`src/design/mode_map_consts.svh`:
```
`ifndef MODE_MAP_CONSTS_SVH
`define MODE_MAP_CONSTS_SVH
`define PIN_CODE_BOOTSTRAP 2'h0
`define PIN_CODE_SINGLE_CHIP 2'h1
`define PIN_CODE_TEST 2'h2
`define PIN_CODE_EXPANDED 2'h3
`define SETTLE_LAST 2'h3
`define RAM_RESET_PAGE 4'h0
`define REG_RESET_PAGE 4'h1
`define REG_BLOCK_MASK 12'hfc0
`define RAM_MASK 12'he00
`define PAGE 15:12
`define OFFSET 11:0
`define ADDR_HI 15:8
`define ADDR_LO 7:0
`define ROM_BASE 16'hd000
`define EEPROM_BASE 16'hb600
`define EEPROM_LAST 16'hb7ff
`define BOOT_ROM_BASE 16'hbf00
`define BOOT_ROM_LAST 16'hbfff
`define VECTOR_BASE 16'hffc0
`define BOOT_VECTOR_BASE 16'hbfc0
`define VECTOR_MASK 16'h003f
`define PHASE_FIRST 3'h0
`define AS_LAST 3'h1
`define E_HIGH_FIRST 3'h4
`define PHASE_LAST 3'h7
`define OPEN_BUS_READ 8'hff
`endif

```
`src/design/mode_map_pkg.sv`:
```
package mode_map_pkg;
    typedef enum logic [1:0] {MODE_SINGLE_CHIP, MODE_EXPANDED, MODE_BOOTSTRAP, MODE_TEST} mode_type;
    typedef enum logic [2:0] {
        REGION_NONE, REGION_REGS, REGION_RAM, REGION_ROM,
        REGION_EEPROM, REGION_BOOT_ROM, REGION_EXTERNAL
    } region_type;
    typedef enum logic [1:0] {CYCLE_IDLE, CYCLE_INTERNAL, CYCLE_EXTERNAL} cycle_type;
    typedef struct packed {
        logic [1:0] s1;
        logic [1:0] s2;
        logic [1:0] s3;
        logic [1:0] settle;
        logic captured;
        mode_type mode;
    } latch_state_type;
endpackage

```
`src/design/map_carrier_if.sv`:
```
`timescale 1ns/1ps
interface map_carrier_if;
    import mode_map_pkg::*;
    mode_map_pkg::mode_type mode;
    logic mode_valid;
    logic [15:0] addr;
    logic [3:0] ram_page;
    logic [3:0] reg_page;
    logic rom_disable;
    logic eeprom_disable;
    mode_map_pkg::region_type region;
    logic [15:0] mapped_addr;
    modport latch (output mode, output mode_valid);
    modport decoder (
        input mode, input addr, input ram_page, input reg_page,
        input rom_disable, input eeprom_disable,
        output region, output mapped_addr
    );
    modport top (
        input mode, input mode_valid, input region, input mapped_addr,
        output addr, output ram_page, output reg_page,
        output rom_disable, output eeprom_disable
    );
endinterface

```
`src/design/mode_select_memory_map_bus.sv`:
```
// Behaviour
// - mode chosen from mode pins at reset
// - single-chip reaches on-chip memory only
// - single-chip ports and handshakes are gpio
// - single-chip rom enabled from reset
// - expanded mode reaches whole 64k space
// - low address then data share pins
// - strobe high passes, falling edge holds
// - strobe, direction, address on every internal and external cycle
// - direction stays low across back-to-back writes
// - test mode is privileged expanded mode
// - bootstrap enables boot rom, runs it
// - bootstrap vectors come from boot rom
// - boot program loads ram, jumps zero
// - bootstrap interrupt vectors point into ram
// - on-chip addresses same both normal modes
// - option bits remove eeprom, and rom outside single-chip
// - ram at zero, movable 4k boundary
// - register block at 1000, movable
// - register block wins, low ram hidden
`timescale 1ns/1ps
`include "mode_map_consts.svh"
module mode_select_memory_map_bus
    import mode_map_pkg::*;
(
    // clock and reset
    input wire logic sys_clk_i,
    input wire logic reset_n_i,
    // mode pins
    input wire logic mode_select_high_input_i,
    input wire logic mode_select_low_input_i,
    // core request
    input wire logic cpu_req_i,
    input wire logic cpu_we_i,
    input wire logic [15:0] cpu_addr_i,
    input wire logic [7:0] cpu_wdata_i,
    output logic cpu_ready_o,
    output logic cpu_ack_o,
    output logic [7:0] cpu_rdata_o,
    // map register and option bits
    input wire logic map_wr_i,
    input wire logic [3:0] map_ram_page_i,
    input wire logic [3:0] map_reg_page_i,
    input wire logic rom_disable_i,
    input wire logic eeprom_disable_i,
    // on-chip memories
    output region_type mem_region_o,
    output logic [15:0] mem_addr_o,
    output logic mem_stb_o,
    output logic mem_we_o,
    output logic [7:0] mem_wdata_o,
    input wire logic [7:0] mem_rdata_i,
    // general-purpose side
    input wire logic [7:0] gpio_b_i,
    input wire logic [7:0] gpio_c_i,
    input wire logic gpio_c_oe_i,
    input wire logic gpio_hs_b_i,
    output logic [7:0] gpio_c_o,
    output logic gpio_hs_a_o,
    // pins
    output logic [7:0] port_b_o,
    input wire logic [7:0] port_c_i,
    output logic [7:0] port_c_o,
    output logic port_c_oe_o,
    input wire logic handshake_line_a_i,
    output logic handshake_line_a_o,
    output logic handshake_line_a_oe_o,
    output logic handshake_line_b_o,
    output logic handshake_line_b_oe_o,
    output logic e_clock_o,
    // status
    output mode_type mode_o,
    output logic mode_valid_o,
    output logic option_write_enable_o
);
    typedef struct packed {
        logic [2:0] phase;
        cycle_type cycle;
        logic we;
        logic [15:0] addr;
        logic [15:0] mapped;
        logic [7:0] wdata;
        region_type region;
        logic rw;
        logic ack;
        logic [7:0] rdata;
        logic [3:0] ram_page;
        logic [3:0] reg_page;
        logic [7:0] c1;
        logic [7:0] c2;
        logic [7:0] c3;
        logic [7:0] c_stable;
        logic a1;
        logic a2;
        logic a3;
        logic a_stable;
        logic [7:0] pb;
        logic [7:0] pc;
        logic pc_oe;
        logic hs_a;
        logic hs_a_oe;
        logic hs_b;
        logic hs_b_oe;
        logic e;
        logic mem_stb;
    } bus_state_type;

    bus_state_type q;
    bus_state_type next_q;
    logic take;
    logic bus_mode;

    map_carrier_if carrier();

    mode_latch u_mode_latch (
        .sys_clk_i(sys_clk_i),
        .reset_n_i(reset_n_i),
        .mode_select_high_input_i(mode_select_high_input_i),
        .mode_select_low_input_i(mode_select_low_input_i),
        .bus(carrier.latch)
    );

    map_decoder u_map_decoder (
        .bus(carrier.decoder)
    );

    function automatic logic is_bus_mode(input mode_type m, input logic valid);
        // test mode runs the expanded bus
        return valid && (m == MODE_EXPANDED || m == MODE_TEST);
    endfunction

    assign carrier.addr = cpu_addr_i;
    assign carrier.ram_page = q.ram_page;
    assign carrier.reg_page = q.reg_page;
    assign carrier.rom_disable = rom_disable_i;
    assign carrier.eeprom_disable = eeprom_disable_i;

    // requests wait for the latched mode so no cycle runs on a guessed map
    assign cpu_ready_o = carrier.mode_valid && (q.phase == `PHASE_LAST);
    assign take = cpu_req_i && cpu_ready_o;
    assign bus_mode = is_bus_mode(carrier.mode, carrier.mode_valid);

    always_comb
    begin
        next_q = q;
        next_q.phase = q.phase + 3'h1;
        next_q.ack = 1'b0;

        // pin inputs pass three flops, accepted when the last two agree
        next_q.c1 = port_c_i;
        next_q.c2 = q.c1;
        next_q.c3 = q.c2;
        if (q.c2 == q.c3)
            next_q.c_stable = q.c3;
        next_q.a1 = handshake_line_a_i;
        next_q.a2 = q.a1;
        next_q.a3 = q.a2;
        if (q.a2 == q.a3)
            next_q.a_stable = q.a3;

        if (map_wr_i)
        begin
            next_q.ram_page = map_ram_page_i;
            next_q.reg_page = map_reg_page_i;
        end

        if (q.phase == `PHASE_LAST)
        begin
            case (q.cycle)
                CYCLE_INTERNAL:
                begin
                    next_q.ack = 1'b1;
                    if (q.region == REGION_NONE)
                        next_q.rdata = `OPEN_BUS_READ;
                    else
                        next_q.rdata = mem_rdata_i;
                end
                CYCLE_EXTERNAL:
                begin
                    next_q.ack = 1'b1;
                    // data taken from the clock-high half
                    // the agreed value of this edge, one flop sooner than c_stable
                    next_q.rdata = next_q.c_stable;
                end
                default:
                begin
                    next_q.ack = 1'b0;
                end
            endcase
            next_q.cycle = CYCLE_IDLE;
            next_q.rw = 1'b1;
            if (take)
            begin
                next_q.we = cpu_we_i;
                next_q.addr = cpu_addr_i;
                next_q.mapped = carrier.mapped_addr;
                next_q.wdata = cpu_wdata_i;
                next_q.region = carrier.region;
                next_q.rw = !cpu_we_i;
                if (carrier.region == REGION_EXTERNAL)
                    next_q.cycle = CYCLE_EXTERNAL;
                else
                    next_q.cycle = CYCLE_INTERNAL;
            end
        end

        // on-chip memories see one strobe, in the last phase
        next_q.mem_stb = (next_q.cycle == CYCLE_INTERNAL) && (next_q.region != REGION_NONE)
                         && (next_q.phase == `PHASE_LAST);

        // e clock runs freely, high in the second half
        next_q.e = (next_q.phase >= `E_HIGH_FIRST);

        if (bus_mode)
        begin
            next_q.pb = next_q.addr[`ADDR_HI];
            // low address first, data second half
            if (next_q.phase < `E_HIGH_FIRST)
            begin
                next_q.pc = next_q.addr[`ADDR_LO];
                next_q.pc_oe = (next_q.cycle != CYCLE_IDLE);
            end
            else
            begin
                next_q.pc = next_q.wdata;
                next_q.pc_oe = (next_q.cycle != CYCLE_IDLE) && next_q.we;
            end
            // internal cycles also drive the bus
            // strobe high early, falls to latch
            next_q.hs_a = (next_q.cycle != CYCLE_IDLE) && (next_q.phase <= `AS_LAST);
            next_q.hs_a_oe = 1'b1;
            // direction and e feed outside write enable
            next_q.hs_b = next_q.rw;
            next_q.hs_b_oe = 1'b1;
        end
        else
        begin
            // ports act as plain parallel i/o
            next_q.pb = gpio_b_i;
            next_q.pc = gpio_c_i;
            next_q.pc_oe = gpio_c_oe_i;
            next_q.hs_a = 1'b0;
            next_q.hs_a_oe = 1'b0;
            next_q.hs_b = gpio_hs_b_i;
            next_q.hs_b_oe = 1'b1;
        end
    end

    always_ff @(posedge sys_clk_i or negedge reset_n_i)
    begin
        if (!reset_n_i)
        begin
            q <= '0;
            q.phase <= `PHASE_FIRST;
            q.cycle <= CYCLE_IDLE;
            q.region <= REGION_NONE;
            q.rw <= 1'b1;
            q.ram_page <= `RAM_RESET_PAGE;
            // registers start at their reset page
            q.reg_page <= `REG_RESET_PAGE;
            q.hs_b_oe <= 1'b1;
        end
        else
        begin
            q <= next_q;
        end
    end

    // core answer
    assign cpu_ack_o = q.ack;
    assign cpu_rdata_o = q.rdata;

    // on-chip memories
    assign mem_region_o = q.region;
    // boot program is fetched through this path
    assign mem_addr_o = q.mapped;
    assign mem_stb_o = q.mem_stb;
    assign mem_we_o = q.mem_stb && q.we;
    assign mem_wdata_o = q.wdata;

    // general-purpose inputs
    assign gpio_c_o = q.c_stable;
    assign gpio_hs_a_o = q.a_stable;

    // pins
    assign port_b_o = q.pb;
    assign port_c_o = q.pc;
    assign port_c_oe_o = q.pc_oe;
    assign handshake_line_a_o = q.hs_a;
    assign handshake_line_a_oe_o = q.hs_a_oe;
    assign handshake_line_b_o = q.hs_b;
    assign handshake_line_b_oe_o = q.hs_b_oe;
    assign e_clock_o = q.e;

    // status
    assign mode_o = carrier.mode;
    assign mode_valid_o = carrier.mode_valid;
    // option and calibration writes only in test mode
    assign option_write_enable_o = carrier.mode_valid && (carrier.mode == MODE_TEST);
endmodule

```
`src/design/mode_latch.sv`:
```
`timescale 1ns/1ps
`include "mode_map_consts.svh"
module mode_latch
    import mode_map_pkg::*;
(
    input wire logic sys_clk_i,
    input wire logic reset_n_i,
    input wire logic mode_select_high_input_i,
    input wire logic mode_select_low_input_i,
    map_carrier_if.latch bus
);
    latch_state_type q;
    latch_state_type next_q;

    always_comb
    begin
        next_q = q;
        next_q.s1 = {mode_select_high_input_i, mode_select_low_input_i};
        next_q.s2 = q.s1;
        next_q.s3 = q.s2;
        if (!q.captured)
        begin
            if (q.settle != `SETTLE_LAST)
                next_q.settle = q.settle + 2'h1;
            else if (q.s2 == q.s3)
            begin
                next_q.captured = 1'b1;
                case (q.s3)
                    `PIN_CODE_BOOTSTRAP: next_q.mode = MODE_BOOTSTRAP;
                    `PIN_CODE_TEST: next_q.mode = MODE_TEST;
                    `PIN_CODE_EXPANDED: next_q.mode = MODE_EXPANDED;
                    default: next_q.mode = MODE_SINGLE_CHIP;
                endcase
            end
        end
    end

    always_ff @(posedge sys_clk_i or negedge reset_n_i)
    begin
        if (!reset_n_i)
            q <= '{s1: '0, s2: '0, s3: '0, settle: '0, captured: 1'b0, mode: MODE_SINGLE_CHIP};
        else
            q <= next_q;
    end

    assign bus.mode = q.mode;
    assign bus.mode_valid = q.captured;
endmodule

```
`src/design/map_decoder.sv`:
```
`timescale 1ns/1ps
`include "mode_map_consts.svh"
module map_decoder
    import mode_map_pkg::*;
(
    map_carrier_if.decoder bus
);
    function automatic logic on_page(input logic [15:0] a, input logic [3:0] page,
                                     input logic [11:0] mask);
        return (a[`PAGE] == page) && ((a[`OFFSET] & mask) == '0);
    endfunction

    logic boot;
    logic rom_on;

    always_comb
    begin
        boot = (bus.mode == MODE_BOOTSTRAP);
        rom_on = !bus.rom_disable || (bus.mode == MODE_SINGLE_CHIP);
        bus.mapped_addr = bus.addr;
        // boot rom vectors jump into ram
        if (boot && ((bus.addr & ~`VECTOR_MASK) == `VECTOR_BASE))
            bus.mapped_addr = `BOOT_VECTOR_BASE | (bus.addr & `VECTOR_MASK);
        if (on_page(bus.mapped_addr, bus.reg_page, `REG_BLOCK_MASK))
            bus.region = REGION_REGS;
        else if (on_page(bus.mapped_addr, bus.ram_page, `RAM_MASK))
            bus.region = REGION_RAM;
        else if (boot && bus.mapped_addr >= `BOOT_ROM_BASE && bus.mapped_addr <= `BOOT_ROM_LAST)
            bus.region = REGION_BOOT_ROM;
        else if (!bus.eeprom_disable && bus.mapped_addr >= `EEPROM_BASE
                 && bus.mapped_addr <= `EEPROM_LAST)
            bus.region = REGION_EEPROM;
        else if (rom_on && bus.mapped_addr >= `ROM_BASE)
            bus.region = REGION_ROM;
        else if (bus.mode == MODE_EXPANDED || bus.mode == MODE_TEST)
            bus.region = REGION_EXTERNAL;
        else
            bus.region = REGION_NONE;
    end
endmodule

```
`config.mk`:
```
export PLATFORM = sky130hd
export DESIGN_NAME = mode_select_memory_map_bus
export DESIGN_NICKNAME = d
export VERILOG_FILES = /design/src/design/mode_map_pkg.sv /design/src/design/map_carrier_if.sv /design/src/design/mode_select_memory_map_bus.sv /design/src/design/mode_latch.sv /design/src/design/map_decoder.sv
export VERILOG_INCLUDE_DIRS = /design/src /design/src/design
export SDC_FILE = /design/constraint.sdc
export NUM_CORES = 1
export LEC_CHECK = 0
export ABC_AREA = 1
export ABC_CLOCK_PERIOD_IN_PS = 2200
export BUFFER_PORTS_ARGS = -buffer_cell sky130_fd_sc_hd__buf_2
export CAP_MARGIN = 20
export CORE_ASPECT_RATIO = 1.75
export CORE_UTILIZATION = 53
export CTS_CLUSTER_SIZE = 28
export DETAILED_ROUTE_END_ITERATION = 8
export GPL_TIMING_DRIVEN = 0
export PLACE_DENSITY = 0.86
export SYNTH_ARGS = -nofsm -noshare
export SYNTH_HDL_FRONTEND = slang
export SYNTH_SLANG_ARGS = --single-unit
```
`constraint.sdc`:
```
create_clock -name sys_clk_i -period 2.2 [get_ports sys_clk_i]
set_clock_uncertainty 0.05 [all_clocks]
set_input_delay 0.22 -clock sys_clk_i [delete_from_list [all_inputs] [get_ports sys_clk_i]]
set_output_delay 0.22 -clock sys_clk_i [all_outputs]
set_load 0.01 [all_outputs]
```
==> results.yml <==
critical_path:
  path_delay_family: "buffers and inverters"
  worstPathArrival_ns: 1.81
  cp.required_ns: 1.93
  crit_path_max_fanout: 10
  r2r_slack_ns: 0.13
  r2r_cells: 12
  crit_type: "reg -> out"
  cp.buffers_inverters: 2
  crit_path_end_kind: "output pin"
  r2r-start: "q[124]"
  cp_slowest_cell: "clkbuf_1"
  worstPathCellList: "nand2_1, clkbuf_1, nor2_1, buf_2"
  cp-start-kind: "flip-flop"
  reg2reg_to: "port_c_o[1]"
  crit_path_max_incr_delay_ns: 0.49
synthesis:
  ys_seq_area_share_pct: 58.8
  syn_area_mm2: 0.00579
  syn-num-nets: 694
  yosysTopAreaCellShare_pct: 57.9
  async_flop_share_pct: 100
  yosys.area.top_type: "dfrtp_1"
  ys.flop_type: "dfrtp_1"
  synth.avg_cell_area_um2: 9.48
  yosysWarnings: 0
  synth-edff-count: 0
  netlist_instances: 611
  ys_seq_elements: 136
  ys_types: 35
  synthTopCellsByArea: "dfrtp_1 58%, nand2_1 13%, buf_4 8.0%"
timing:
  drv_slew: 0
  finalHoldViolCount: 0
  max_clock_freq_ghz: 0.482
  setup_viol: 0
  slew-limit-headroom_pct: 43.3
  period_minus_slack_ns: 2.08
  worstMarginPinSlew_ns: 0.843
  finalCritPeriodShare_pct: 94.3
  setup-tns-final_ns: 0
  hold_ws_ns: 0.0130
die:
  io_pins: 150
  fp.dieArea_mm2: 0.0114
  rows: 50
  die_x_um: 81.0
  die_y_um: 140
  start_util_pct: 54.4
  core_mm2: 0.0106
cts:
  cts_buffers: 17
  cts_max_level: 4
  clkSlewWorstSetupHoldPaths_ns: 0.06
  cts_tree: "done"
  clkLatencyLatePin_ns: 0.41
  cts_max_path_buffers: 2
  cts-root-buf: "clkbuf_16"
  cts.sinks: 136
route:
  vias: 4857
  wirelength_mm: 14.3
  dr.first_iter.drc_count: 255
  routed.top_layer: "met4"
  drc: 0
  drt-wirelength-per-cell_um: 14.8
  final_antenna_net_count: 0
  wl_met1_mm: 5.31
  wl_met2_mm: 7.74
  wl_met3_um: 690
  drt-pass1-iter-count: 4
  vias_per_cell: 5.01
finish:
  final_cell_mix: "204 x nand2_1, 149 x buf_2, 134 x dfrtp_1"
  synthToLayoutAreaGrowth_pct: 34.9
  fill_cells: 730
  final_common_cell: "nand2_1"
  final_util_pct: 73.4
  drive_above_1_share_pct: 32.3
  nets: 907
global_routing:
  grt_pass1_wl_mm: 22.9
  first_global_vias: 5003
  antenna_found_initial: 2
  grt_usage_pct: 27.1
  grt_max_degree: 97
  grt_remaining_overflow: 0
placed_design:
  port_buffers: 147
  place_congestion: 0.821
  dp.final_hpwl_mm: 9.87
power:
  ir_worst_vdd_v: 0.000760
  power_mw: 7.44
  p_sw_mw: 2.25
  p_clk_share_pct: 36.3
  power_frac_seq_pct: 41.0
  power_density_mw_per_mm2: 952
  intPower_mw: 5.19
  p_comb_share_pct: 22.6
  p_leak_nw: 4.22
  switching_share_pct: 30.3
run_status:
  status: "finished clean"
hold_path:
  min_path_type: "in -> reg"
  worstHoldStart: "map_wr_i"
  min_path_cells: 2
  hold_path_end: "carrier.reg_page[1]"
flow_run:
  drv_cap: 0
what timing repair did:
action,in CTS,in global routing
resized for setup,3,8
gates cloned,0,0
hold buffers,46,0
endpoints found under the hold margin,84,0
endpoints found under the setup margin,11,49
setup buffers,0,0
cells by family after synthesis:
group                      Yosys count  synth area share (%)
AOI/OAI and AO/OA                   46                  4.60
other                                1                0.0648
DFF                                136                  58.8
adders and majority gates            8                  1.69
muxes                                4                 0.756
xor gates and xnor gates            12                  1.82
buffers and inverters              113                  11.5
and+or+nand+nor                    291                  20.7
how the worst max path moves through the flow:
stage | start | cells after the start | to
2_1_floorplan | q[124] | 12 | mem_stb_o
3_3_place_gp | reset_n_i | 1 | mem_addr_o[4]
3_5_place_dp | q[124] | 9 | mem_addr_o[12]
4_1_cts | q[124] | 8 | port_b_o[3]
5_1_grt | q[124] | 12 | port_c_o[1]
6_report | u_mode_latch.bus.mode_valid | 4 | option_write_enable_o
cell usage after synthesis, types with 3 or more instances:
| master | number |
|---|---|
| o221ai_1 | 5 |
| nor2_1 | 40 |
| buf_2 | 3 |
| buf_4 | 62 |
| xnor2_1 | 6 |
| o21ai_0 | 24 |
| nand3_1 | 28 |
| nand2_2 | 7 |
| clkinv_1 | 3 |
| clkbuf_1 | 7 |
| dfrtp_1 | 134 |
| a21oi_1 | 4 |
| nand2_1 | 204 |
| xor2_1 | 6 |
| a31oi_1 | 8 |
| inv_1 | 36 |
| ha_1 | 7 |
| mux2_2 | 3 |
layout make-up:
type	count	area (um^2)	share of cell area, %
Antenna cell	3	7.51	0.0961
Buffer	74	529	6.78
Clock buffer	17	425	5.45
Clock inverter	15	155	1.99
Inverter	39	146	1.87
Multi-Input combinational cell	362	1750	22.4
Sequential cell	136	3410	43.6
Tap cell	130	163	2.08
Timing Repair Buffer	194	1230	15.8
power by group through the flow:
stage | logic [mW] | registers (mW) | clock network (mW)
after floorplan | 1.01 | 3.04 | 0
final | 1.68 | 3.05 | 2.70
after detailed placement | 1.60 | 3.09 | 0
after CTS | 1.67 | 3.04 | 2.74
after global routing | 1.86 | 3.08 | 2.85
after global placement | 1.53 | 3.06 | 0
metal layers:
metal	track usage [%]	vias to the layer above
met5	0	-
met4	17.2	0
li1	-	2304
met1	29.1	2315
met2	46.4	188
met3	6.51	50
through the flow:
step | worst slack [ns] | std cells | area (um^2)
global route | -0.0134 | 969 | 7810
finish | 0.125 | 970 | 7810
floorplan | 0.270 | 611 | 5790
CTS | 0.0128 | 967 | 7770
detailed placement | -0.239 | 889 | 6720
global placement | -0.808 | 888 | 6690
registers in the layout, indices dropped and copies added, names as in the netlist, 2 cells and up:
signal	count
u_mode_latch.q	4
mem_wdata_o	8
q	32
u_mode_latch.bus.mode	2
carrier.ram_page	4
cpu_rdata_o	8
gpio_c_o	8
mem_addr_o	16
mem_region_o	3
next_q	18
port_b_o	8
carrier.reg_page	4
u_mode_latch.next_q	4
port_c_o	8
Note: power is estimated with default switching activity, not from simulation.
